[src/shared/ar_pkg.sv]
// Purpose: Shared constants and types for the autoreclose sequencer.
// Assumes: 40 MHz system clock, APB register access, millisecond timers.
// Notes: Register offsets are byte addresses of aligned 32-bit words.
package ar_pkg;
    // Timing base.
    localparam int SYS_CLK_KHZ = 40000;
    localparam int TICK_PERIOD_MS = 1;
    localparam int TICK_CYCLES = SYS_CLK_KHZ * TICK_PERIOD_MS;
    localparam int CLOSE_PULSE_MS = 100;
    localparam logic [15:0] CLOSE_PULSE_TICKS = 16'(CLOSE_PULSE_MS / TICK_PERIOD_MS);
    // Register offsets.
    localparam logic [7:0] OFS_CTRL = 8'h00;
    localparam logic [7:0] OFS_CMD = 8'h04;
    localparam logic [7:0] OFS_SP_DEAD = 8'h08;
    localparam logic [7:0] OFS_SP_LIMITS = 8'h0c;
    localparam logic [7:0] OFS_RECLAIM = 8'h10;
    localparam logic [7:0] OFS_CLEAR_DLY = 8'h14;
    localparam logic [7:0] OFS_STATUS = 8'h18;
    localparam logic [7:0] OFS_DEAD3P_BASE = 8'h20;
    // Control field positions.
    localparam int CTRL_SKIP = 0;
    localparam int CTRL_MAX_LSB = 1;
    localparam int CTRL_SRC_LSB = 4;
    localparam int CTRL_LD = 6;
    localparam int CTRL_BO = 7;
    localparam int CTRL_ADAPT = 8;
    localparam int CTRL_CLR_CMD = 9;
    localparam int CTRL_CLR_DIS = 10;
    localparam int CTRL_CLR_IN = 11;
    localparam int CTRL_CLR_DLY = 12;
    localparam int CMD_CLEAR = 0;
    // Dead-time start sources.
    localparam logic [1:0] SRC_PROT_RESET = 2'h0;
    localparam logic [1:0] SRC_PROT_OP = 2'h1;
    // Reset values.
    localparam logic [12:0] CTRL_RST = 13'h0008;
    localparam logic [15:0] DEAD_RST = 16'h01f4;
    localparam logic [31:0] SP_LIMITS_RST = 32'h03e8_00c8;
    localparam logic [15:0] RECLAIM_RST = 16'h1388;
    localparam logic [15:0] CLEAR_DLY_RST = 16'h2710;
    typedef enum logic [2:0] {ST_IDLE, ST_ARMED, ST_DEAD, ST_CLOSE, ST_RECLAIM} ar_state_e;
endpackage
[src/logic/autoreclose_sequencer.sv]
// Purpose: Autoreclose shot sequencing, dead time, autoclose and reclaim for one breaker.
// Assumes: Protection and breaker inputs are asynchronous pins; APB on the system clock.
// Notes: Healthy and synchronism-check timeouts live outside; close waits for healthy, and for synchronism check on three-phase shots only.
`timescale 1ns/1ps
`default_nettype none
module autoreclose_sequencer #(
    parameter int TICK_CYCLES = ar_pkg::TICK_CYCLES
) (
    input wire logic i_sys_clk,
    input wire logic i_rst_b,
    input wire logic i_psel,
    input wire logic i_penable,
    input wire logic i_pwrite,
    input wire logic [7:0] i_paddr,
    input wire logic [31:0] i_pwdata,
    output logic [31:0] o_prdata,
    output logic o_pready,
    output logic o_pslverr,
    input wire logic i_prot_trip,
    input wire logic i_ar_enable,
    input wire logic i_cb_in_service,
    input wire logic [2:0] i_pole_open,
    input wire logic i_line_dead,
    input wire logic i_system_check_ok,
    input wire logic i_cb_healthy,
    input wire logic i_lockout,
    input wire logic i_reclaim_extend,
    input wire logic i_three_phase_trip,
    input wire logic [2:0] i_faulted_phase,
    input wire logic i_arc_extinct,
    input wire logic i_permanent_fault,
    input wire logic i_success_clear_input,
    output logic o_autoclose,
    output logic o_close_hold_request,
    output logic o_cycle_in_progress,
    output logic [2:0] o_shot_count,
    output logic o_force_lockout,
    output logic o_permanent_fault,
    output logic o_detector_start,
    output logic o_success,
    output logic [4:0] o_shot_success
);
    localparam int SYNC_W = 18;
    logic [SYNC_W-1:0] meta_q;
    logic [SYNC_W-1:0] sync_q;
    logic trip_s, en_s, svc_s, ld_s, sys_s, hlt_s, lock_s, ext_s, tp_s, arc_s, perm_s, cin_s;
    logic [2:0] open_s;
    logic [2:0] fph_s;
    logic trip_d_q, en_d_q;
    logic [12:0] ctrl_q;
    logic [15:0] sp_dead_q, reclaim_q, clr_dly_q;
    logic [31:0] sp_lim_q;
    logic [15:0] dead3p_q [4];
    logic [15:0] tick_cnt_q;
    logic tick_q;
    ar_pkg::ar_state_e state_q;
    logic [2:0] shot_q;
    logic [15:0] elapsed_q, pulse_q, clr_cnt_q;
    logic done_q, clr_cmd_q, sp_cycle_q;
    logic acc, wr, setup, hit;
    logic [31:0] rd_mux;

    // Two-stage synchronisers for every pin input.
    always_ff @(posedge i_sys_clk) begin
        if (!i_rst_b) begin
            meta_q <= '0;
            sync_q <= '0;
        end else begin
            meta_q <= {i_prot_trip, i_ar_enable, i_cb_in_service, i_pole_open, i_line_dead,
                       i_system_check_ok, i_cb_healthy, i_lockout, i_reclaim_extend,
                       i_three_phase_trip, i_faulted_phase, i_arc_extinct,
                       i_permanent_fault, i_success_clear_input};
            sync_q <= meta_q;
        end
    end
    assign {trip_s, en_s, svc_s, open_s, ld_s, sys_s, hlt_s, lock_s, ext_s, tp_s, fph_s,
            arc_s, perm_s, cin_s} = sync_q;

    // Edge memories for trip and enable.
    always_ff @(posedge i_sys_clk) begin
        if (!i_rst_b) begin
            trip_d_q <= 1'b0;
            en_d_q <= 1'b0;
        end else begin
            trip_d_q <= trip_s;
            en_d_q <= en_s;
        end
    end

    // Settings fields.
    logic skip, ld_q, bo_q, adapt;
    logic [2:0] max_shots;
    logic [1:0] src;
    assign skip = ctrl_q[ar_pkg::CTRL_SKIP];
    assign max_shots = ctrl_q[ar_pkg::CTRL_MAX_LSB +: 3];
    assign src = ctrl_q[ar_pkg::CTRL_SRC_LSB +: 2];
    assign ld_q = ctrl_q[ar_pkg::CTRL_LD];
    assign bo_q = ctrl_q[ar_pkg::CTRL_BO];
    assign adapt = ctrl_q[ar_pkg::CTRL_ADAPT];

    // APB decode; every access waits one cycle so read data comes from a flop.
    assign setup = i_psel & i_penable & !o_pready;
    assign acc = i_psel & i_penable & o_pready;
    assign wr = acc & i_pwrite & !o_pslverr;
    always_comb begin
        hit = (i_paddr[1:0] == 2'h0);
        rd_mux = 32'h0;
        unique case (i_paddr & 8'hfc)
            ar_pkg::OFS_CTRL: rd_mux = {19'h0, ctrl_q};
            ar_pkg::OFS_CMD: rd_mux = 32'h0;
            ar_pkg::OFS_SP_DEAD: rd_mux = {16'h0, sp_dead_q};
            ar_pkg::OFS_SP_LIMITS: rd_mux = sp_lim_q;
            ar_pkg::OFS_RECLAIM: rd_mux = {16'h0, reclaim_q};
            ar_pkg::OFS_CLEAR_DLY: rd_mux = {16'h0, clr_dly_q};
            ar_pkg::OFS_STATUS: rd_mux = {24'h0, done_q, o_success, o_close_hold_request,
                                          o_cycle_in_progress, 1'b0, shot_q};
            ar_pkg::OFS_DEAD3P_BASE, ar_pkg::OFS_DEAD3P_BASE + 8'h04,
            ar_pkg::OFS_DEAD3P_BASE + 8'h08, ar_pkg::OFS_DEAD3P_BASE + 8'h0c:
                rd_mux = {16'h0, dead3p_q[i_paddr[3:2]]};
            default: hit = 1'b0;
        endcase
    end

    // Bus answer flops.
    always_ff @(posedge i_sys_clk) begin
        if (!i_rst_b) begin
            o_pready <= 1'b0;
            o_pslverr <= 1'b0;
            o_prdata <= 32'h0;
        end else begin
            o_pready <= setup;
            o_pslverr <= setup & !hit;
            o_prdata <= (setup & hit & !i_pwrite) ? rd_mux : 32'h0;
        end
    end

    // Setting registers; they take effect at the completing edge only.
    always_ff @(posedge i_sys_clk) begin
        if (!i_rst_b) begin
            ctrl_q <= ar_pkg::CTRL_RST;
            sp_dead_q <= ar_pkg::DEAD_RST;
            sp_lim_q <= ar_pkg::SP_LIMITS_RST;
            reclaim_q <= ar_pkg::RECLAIM_RST;
            clr_dly_q <= ar_pkg::CLEAR_DLY_RST;
        end else if (wr) begin
            unique case (i_paddr)
                ar_pkg::OFS_CTRL: ctrl_q <= i_pwdata[12:0];
                ar_pkg::OFS_SP_DEAD: sp_dead_q <= i_pwdata[15:0];
                ar_pkg::OFS_SP_LIMITS: sp_lim_q <= i_pwdata;
                ar_pkg::OFS_RECLAIM: reclaim_q <= i_pwdata[15:0];
                ar_pkg::OFS_CLEAR_DLY: clr_dly_q <= i_pwdata[15:0];
                default: ;
            endcase
        end
    end

    // One dead time for each of three-phase shots one to four; shots five to seven reuse the first three.
    for (genvar k = 0; k < 4; k++) begin : g_dead
        always_ff @(posedge i_sys_clk) begin
            if (!i_rst_b) begin
                dead3p_q[k] <= ar_pkg::DEAD_RST;
            end else if (wr && i_paddr == ar_pkg::OFS_DEAD3P_BASE + 8'(4 * k)) begin
                dead3p_q[k] <= i_pwdata[15:0];
            end
        end
    end

    // Clear command is a one-cycle pulse from the command word.
    always_ff @(posedge i_sys_clk) begin
        if (!i_rst_b) begin
            clr_cmd_q <= 1'b0;
        end else begin
            clr_cmd_q <= wr & (i_paddr == ar_pkg::OFS_CMD) & i_pwdata[ar_pkg::CMD_CLEAR];
        end
    end

    // Millisecond tick shared by every timer.
    always_ff @(posedge i_sys_clk) begin
        if (!i_rst_b) begin
            tick_cnt_q <= 16'h0;
            tick_q <= 1'b0;
        end else begin
            tick_q <= (tick_cnt_q == 16'(TICK_CYCLES - 1));
            // Wrap on the terminal count itself so the tick period is exactly TICK_CYCLES clocks.
            tick_cnt_q <= (tick_cnt_q == 16'(TICK_CYCLES - 1)) ? 16'h0 : tick_cnt_q + 16'h1;
        end
    end

    // Sequencing conditions.
    logic trip_rise, three_p, sp_dead, open_all, closed_all, ph_open, line_ok;
    logic start_ok, fixed_done, adapt_done, sp_done, tp_done, close_ok, init_ok;
    logic [2:0] shot_next, shot_first;
    logic [15:0] sp_min, sp_max, d3p;
    assign trip_rise = trip_s & !trip_d_q;
    assign three_p = sp_cycle_q ? 1'b0 : 1'b1;
    assign sp_dead = (state_q == ar_pkg::ST_DEAD) & !three_p;
    assign open_all = &open_s;
    assign closed_all = ~|open_s;
    assign ph_open = |(open_s & fph_s);
    assign sp_min = sp_lim_q[15:0];
    assign sp_max = sp_lim_q[31:16];
    assign d3p = dead3p_q[2'(shot_q - 3'h1)];
    assign line_ok = !(three_p & ld_q) | ld_s;
    assign shot_next = shot_q + 3'h1;
    assign shot_first = skip ? 3'h2 : 3'h1;
    assign init_ok = trip_rise & en_s & svc_s;
    always_comb begin
        unique case (src)
            ar_pkg::SRC_PROT_OP: start_ok = trip_s & (!ld_q | ld_s);
            ar_pkg::SRC_PROT_RESET: start_ok = !trip_s & (!bo_q | (three_p ? open_all : ph_open))
                                               & line_ok;
            default: start_ok = (three_p ? open_all : ph_open) & line_ok;
        endcase
    end
    // Adaptive path replaces the fixed time by a window closed by arc extinction.
    assign fixed_done = !adapt & (elapsed_q >= sp_dead_q);
    assign adapt_done = adapt & ((elapsed_q >= sp_min & arc_s) | elapsed_q >= sp_max);
    assign sp_done = adapt ? adapt_done : fixed_done;
    assign tp_done = elapsed_q >= d3p;
    assign close_ok = hlt_s & !lock_s & (three_p ? open_all & sys_s : ph_open);

    // Main sequence: state, shot counter, elapsed timer and done flag.
    always_ff @(posedge i_sys_clk) begin
        if (!i_rst_b) begin
            state_q <= ar_pkg::ST_IDLE;
            shot_q <= 3'h0;
            elapsed_q <= 16'h0;
            done_q <= 1'b0;
            sp_cycle_q <= 1'b0;
            o_force_lockout <= 1'b0;
            o_shot_success <= 5'h0;
        end else begin
            o_force_lockout <= 1'b0;
            o_shot_success <= 5'h0;
            if (tick_q) begin
                elapsed_q <= elapsed_q + 16'h1;
            end
            if (state_q != ar_pkg::ST_IDLE && lock_s) begin
                state_q <= ar_pkg::ST_IDLE;
                shot_q <= 3'h0;
                done_q <= 1'b0;
            end else begin
                unique case (state_q)
                    ar_pkg::ST_IDLE: begin
                        shot_q <= 3'h0;
                        done_q <= 1'b0;
                        if (init_ok && shot_first > max_shots) begin
                            o_force_lockout <= 1'b1;
                        end else if (init_ok) begin
                            shot_q <= shot_first;
                            sp_cycle_q <= !tp_s & !skip;
                            state_q <= ar_pkg::ST_ARMED;
                        end
                    end
                    ar_pkg::ST_ARMED: begin
                        elapsed_q <= 16'h0;
                        if (start_ok) begin
                            state_q <= ar_pkg::ST_DEAD;
                        end
                    end
                    ar_pkg::ST_DEAD: begin
                        if (three_p ? tp_done : sp_done) begin
                            done_q <= 1'b1;
                            state_q <= ar_pkg::ST_CLOSE;
                        end
                    end
                    ar_pkg::ST_CLOSE: begin
                        elapsed_q <= 16'h0;
                        if (close_ok) begin
                            state_q <= ar_pkg::ST_RECLAIM;
                        end
                    end
                    ar_pkg::ST_RECLAIM: begin
                        if (trip_rise) begin
                            done_q <= 1'b0;
                            elapsed_q <= 16'h0;
                            sp_cycle_q <= 1'b0;
                            if (shot_next > max_shots) begin
                                o_force_lockout <= 1'b1;
                                shot_q <= 3'h0;
                                state_q <= ar_pkg::ST_IDLE;
                            end else begin
                                shot_q <= shot_next;
                                state_q <= ar_pkg::ST_ARMED;
                            end
                        end else if (elapsed_q >= reclaim_q && !ext_s) begin
                            state_q <= ar_pkg::ST_IDLE;
                            shot_q <= 3'h0;
                            if (closed_all && !trip_s) begin
                                o_shot_success <= sp_cycle_q ? 5'h01 : 5'(5'h01 << shot_q);
                            end else begin
                                o_force_lockout <= 1'b1;
                            end
                        end
                    end
                endcase
            end
        end
    end

    // Autoclose pulse and close-hold latch.
    always_ff @(posedge i_sys_clk) begin
        if (!i_rst_b) begin
            pulse_q <= 16'h0;
            o_autoclose <= 1'b0;
            o_close_hold_request <= 1'b0;
        end else begin
            if (state_q == ar_pkg::ST_CLOSE && close_ok && !lock_s) begin
                pulse_q <= ar_pkg::CLOSE_PULSE_TICKS;
                o_autoclose <= 1'b1;
                o_close_hold_request <= 1'b1;
            end else begin
                if (tick_q && pulse_q != 16'h0) begin
                    pulse_q <= pulse_q - 16'h1;
                end
                o_autoclose <= (pulse_q != 16'h0) && !(tick_q && pulse_q == 16'h1);
                if (trip_rise || state_q == ar_pkg::ST_IDLE) begin
                    o_close_hold_request <= 1'b0;
                end
            end
        end
    end

    // Status outputs; the detector runs only inside an adaptive single-pole dead time.
    always_ff @(posedge i_sys_clk) begin
        if (!i_rst_b) begin
            o_cycle_in_progress <= 1'b0;
            o_shot_count <= 3'h0;
            o_detector_start <= 1'b0;
            o_permanent_fault <= 1'b0;
        end else begin
            o_cycle_in_progress <= (state_q != ar_pkg::ST_IDLE);
            o_shot_count <= shot_q;
            o_detector_start <= adapt & sp_dead;
            o_permanent_fault <= adapt & sp_dead & perm_s;
        end
    end

    // Success flag; a new success wins over any clear in the same cycle.
    logic clr_any;
    assign clr_any = (ctrl_q[ar_pkg::CTRL_CLR_CMD] & clr_cmd_q)
                   | (ctrl_q[ar_pkg::CTRL_CLR_DIS] & en_d_q & !en_s)
                   | (ctrl_q[ar_pkg::CTRL_CLR_IN] & cin_s)
                   | (ctrl_q[ar_pkg::CTRL_CLR_DLY] & o_success & clr_cnt_q >= clr_dly_q);
    always_ff @(posedge i_sys_clk) begin
        if (!i_rst_b) begin
            o_success <= 1'b0;
            clr_cnt_q <= 16'h0;
        end else begin
            if (o_shot_success != 5'h0) begin
                o_success <= 1'b1;
                clr_cnt_q <= 16'h0;
            end else if (clr_any) begin
                o_success <= 1'b0;
            end else if (tick_q && o_success) begin
                clr_cnt_q <= clr_cnt_q + 16'h1;
            end
        end
    end

    // Helper: ticks seen while the autoclose pulse is high.
    logic [15:0] seen_q;
    always_ff @(posedge i_sys_clk) begin
        if (!i_rst_b) begin
            seen_q <= 16'h0;
        end else begin
            // A reload restarts the count, so a pulse stretched by a new close is not miscounted.
            seen_q <= (!o_autoclose || (state_q == ar_pkg::ST_CLOSE && close_ok && !lock_s))
                      ? 16'h0 : seen_q + {15'h0, tick_q};
        end
    end
endmodule
`default_nettype wire

[config.mk]
export PLATFORM = sky130hd
export DESIGN_NAME = autoreclose_sequencer
export DESIGN_NICKNAME = d
export VERILOG_FILES = /design/src/shared/ar_pkg.sv /design/src/logic/autoreclose_sequencer.sv
export SDC_FILE = /design/constraint.sdc
export NUM_CORES = 1
export LEC_CHECK = 0
export BUFFER_PORTS_ARGS = -buffer_cell sky130_fd_sc_hd__buf_2
export CORE_MARGIN = 2
export CORE_UTILIZATION = 60
export CTS_BUF_LIST = sky130_fd_sc_hd__clkbuf_4 sky130_fd_sc_hd__clkbuf_8 sky130_fd_sc_hd__clkbuf_16
export CTS_CLUSTER_DIAMETER = 60
export DETAILED_ROUTE_END_ITERATION = 12
export PLACE_DENSITY = 0.78
export SETUP_SLACK_MARGIN = 0.15
export SYNTH_ARGS = -nofsm -noshare
export SYNTH_HDL_FRONTEND = slang
export SYNTH_SLANG_ARGS = --single-unit
export TNS_END_PERCENT = 100
[constraint.sdc]
create_clock -name i_sys_clk -period 11.2 [get_ports i_sys_clk]
set_clock_uncertainty 0.1 [all_clocks]
set_input_delay 0.56 -clock i_sys_clk [delete_from_list [all_inputs] [get_ports i_sys_clk]]
set_output_delay 0.56 -clock i_sys_clk [all_outputs]
set_load 0.02 [all_outputs]
==> flow_summary.json <==
{
  "hold_buffers": 0,
  "synth_seq_cells": 318,
  "nets": 1917,
  "synth_top_area_share": 0.3287,
  "critical_path_class": "reg2reg",
  "yosysWarnings": 0,
  "slew-limit-headroom": 0.1305,
  "setup-violations-final": 0,
  "report.final.slew_viol_count": 0,
  "area_delta_synth_final_pct": 12.60,
  "pwr-share-seq": 0.486,
  "grt_pass1_vias": 12300,
  "cts_buffers": 35,
  "fp.dieW_microns": 164.6,
  "fmax_mhz": 262.5,
  "vias": 12830,
  "p_leak_nw": 6.805,
  "die_h_microns": 164.6,
  "num_rows": 58,
  "worst_slew_pin_slew_ns": 1.304,
  "ys_seq_area_frac": 0.4530,
  "clkTransAtPathRegs_ns": 0.06,
  "clock_latency_ns": 0.51,
  "synth_edf_count": 64,
  "rsz0062_at_grt": "false",
  "detail_route.wl_per_cell_microns": 21.01,
  "rr_startpoint": "shot_q[1]",
  "diodes": 0,
  "cp_data_arrival_time_ns": 4.11,
  "drt_first_pass_iters": 6,
  "cts.path.max_buffers": 3,
  "crit_path_end_kind": "flop",
  "route.final.wire_length_microns": 44060,
  "path_cells": "inv_1, ha_1, mux4_2, ha_1, nand2b_1, a211oi_1, o21ai_0, a221oi_1, o21ai_0, a31oi_1, o22ai_1",
  "port_buffers": 111,
  "ios": 112,
  "synth_flop_cell": "dfxtp_1",
  "power_mw": 2.444,
  "cts_sinks": 318,
  "pwr-share-comb": 0.039,
  "worstPathRequired_ns": 11.50,
  "detail-route-antenna-nets": 0,
  "grt-ovfl-total": 0,
  "syn_inst": 1669,
  "crit_start": "shot_q[1]",
  "cts_max_level": 2,
  "route.detailed.drc": 0,
  "yosys-top-cells-area": "dfxtp_1, edfxtp_1, ha_1",
  "power_density_nw_per_um2": 140.3,
  "cts_tree": "done",
  "place_congestion": 0.9864,
  "yosysTopAreaCell": "dfxtp_1",
  "synth.avg_cell_area_sq_um": 9.267,
  "grt_max_degree": 83,
  "cp_slowest_cell": "ha_1",
  "dp_hpwl_microns": 30670,
  "drive_above_1_share": 0.1330,
  "syn_area_sq_um": 15470,
  "slowest_delay_ns": 0.89,
  "start_kind": "flop",
  "final_min_period_over_clock_period": 0.3401,
  "dieArea_sq_um": 27080,
  "hold_violations": 0,
  "routed_via_density": 6.120,
  "p_switching_mw": 0.5233,
  "hold_slack_ns": 0.1519,
  "antenna_found_initial": 0,
  "grt_pass1_wl_microns": 67600,
  "status": "complete, no violations",
  "initial_utilization": 0.6125,
  "ir_drop_mv": 0.1227,
  "drt-initial-drc-count": 1352,
  "async_flop_share": 0,
  "grt_use_total": 0.3280,
  "hold_path.class": "in2reg",
  "cts_root_buf": "clkbuf_16",
  "syn-num-nets": 1840,
  "cts_setup_buffers": 0,
  "swShare": 0.2141,
  "p_int_mw": 1.920,
  "fin_setup_tns_ns": 0,
  "critical_path.max_fanout": 18,
  "min_from": "i_lockout",
  "p_clk_frac": 0.476,
  "maxCapViolCount": 0,
  "layout_min_cycle_time_ns": 3.809,
  "synth.distinct_cells": 62,
  "core_sq_um": 25250,
  "cts_resized": 0
}
## cell type report
class / instances / area [sq um]
inverters: 115 / 431.7
clock inverters: 12 / 141.4
well taps: 330 / 412.9
repair buffers: 130 / 698.2
fillers: 1963 / 7839
multi-input cells: 1146 / 7700
clock buffers: 46 / 1025
flip-flops and latches: 318 / 7007
## state kept, by name, summed over array words and instances, names as in the netlist, 3 cells and up
signal          count
shot_q              3
elapsed_q          16
sp_dead_q          16
ctrl_q             13
sync_q             18
o_prdata           32
meta_q             18
pulse_q            16
dead3p_q           64
clr_dly_q          16
reclaim_q          16
sp_lim_q           32
o_shot_success      5
clr_cnt_q          16
tick_cnt_q         16
o_shot_count        3
state_q             3
## stage by stage
| step | cells | utilization | area [sq um] | setup slack [ns] |
|---|---|---|---|---|
| after detailed placement | 2039 | 0.6434 | 16250 | 7.436 |
| after global routing | 2097 | 0.6896 | 17420 | 7.224 |
| after floorplan | 1669 | - | 15470 | 7.436 |
| final | 2097 | 0.6896 | 17420 | 7.391 |
| after global placement | 2039 | 0.6434 | 16250 | 7.534 |
| after CTS | 2097 | 0.6896 | 17420 | 7.412 |
## cell families (layout without fill, tap and decap cells)
family	Yosys count	count (layout)	synth area share
compound gates	305	305	0.1221
xor+xnor	50	50	0.02831
buf+inv	205	303	0.05015
flops	318	318	0.4530
mux	49	49	0.05776
fa+ha+maj	108	108	0.08736
simple gates	634	634	0.2013
## power by group through the flow
stage	sequential, mW	combinational [mW]	clock, mW
5_1_grt	1.19	0.0995	1.22
2_1_floorplan	1.21	0.0517	0
4_1_cts	1.19	0.0924	1.17
3_3_place_gp	1.21	0.0908	0
3_5_place_dp	1.21	0.0919	0
6_report	1.19	0.0949	1.16
## routing by layer
metal | part of all wire | vias up | GRT usage
met5 | 0 | - | 0
met4 | 0.050 | 0 | 0.1625
met3 | 0.11 | 133 | 0.07860
met2 | 0.44 | 690 | 0.5221
met1 | 0.40 | 6011 | 0.4199
li1 | - | 6000 | -
## synthesized netlist by cell type, drive strengths merged, types with 5 or more instances
master,count
a2111oi,6
a211oi,17
a21o,7
a21oi,129
a221oi,5
a222oi,9
a22o,9
a22oi,9
a31oi,5
and2,89
and3,13
buf,8
clkbuf,82
dfxtp,254
edfxtp,64
ha,108
inv,115
mux2i,15
mux4,32
nand2,239
nand2b,17
nand3,31
nand4,19
nor2,102
nor2b,6
nor3,42
nor4,14
o211ai,32
o21ai,51
o22ai,7
o31ai,5
or3,38
or4,11
xnor2,29
xor2,21
## path summary, 6_finish.rpt
check / to / slack, ns / cells past startpoint
worst min register to register: o_permanent_fault / 0.32 / 1
worst min-delay path: meta_q[8] / 0.15 / 2
worst max-delay path: state_q[0] / 7.39 / 11
worst max register to register: state_q[0] / 7.39 / 11
## placed cells by master, fill, tap and decap left out, types with 13 or more instances in the layout
master,count
dfxtp_1,254
nand2_1,239
a21oi_1,128
inv_1,114
buf_2,111
ha_1,108
nor2_1,102
and2_1,87
edfxtp_1,64
o21ai_0,47
nor3_1,42
or3_1,37
clkbuf_16,37
mux4_2,32
o211ai_1,32
nand3_1,29
xnor2_1,29
xor2_1,21
nand4_1,19
buf_4,19
nand2b_1,17
a211oi_1,17
mux2i_1,15
nor4_1,13
and3_1,13
## worst max-delay path: cells and delay by family, from the launching register on
family / cells / cell delay, ns
adders and majority gates: 2 / 1.17
AOI/OAI and AO/OA: 6 / 1.38
DFF: 1 / 0.38
and+or+nand+nor: 1 / 0.14
buffers and inverters: 1 / 0.10
muxes: 1 / 0.42
Power figures use the tool's default switching activity.
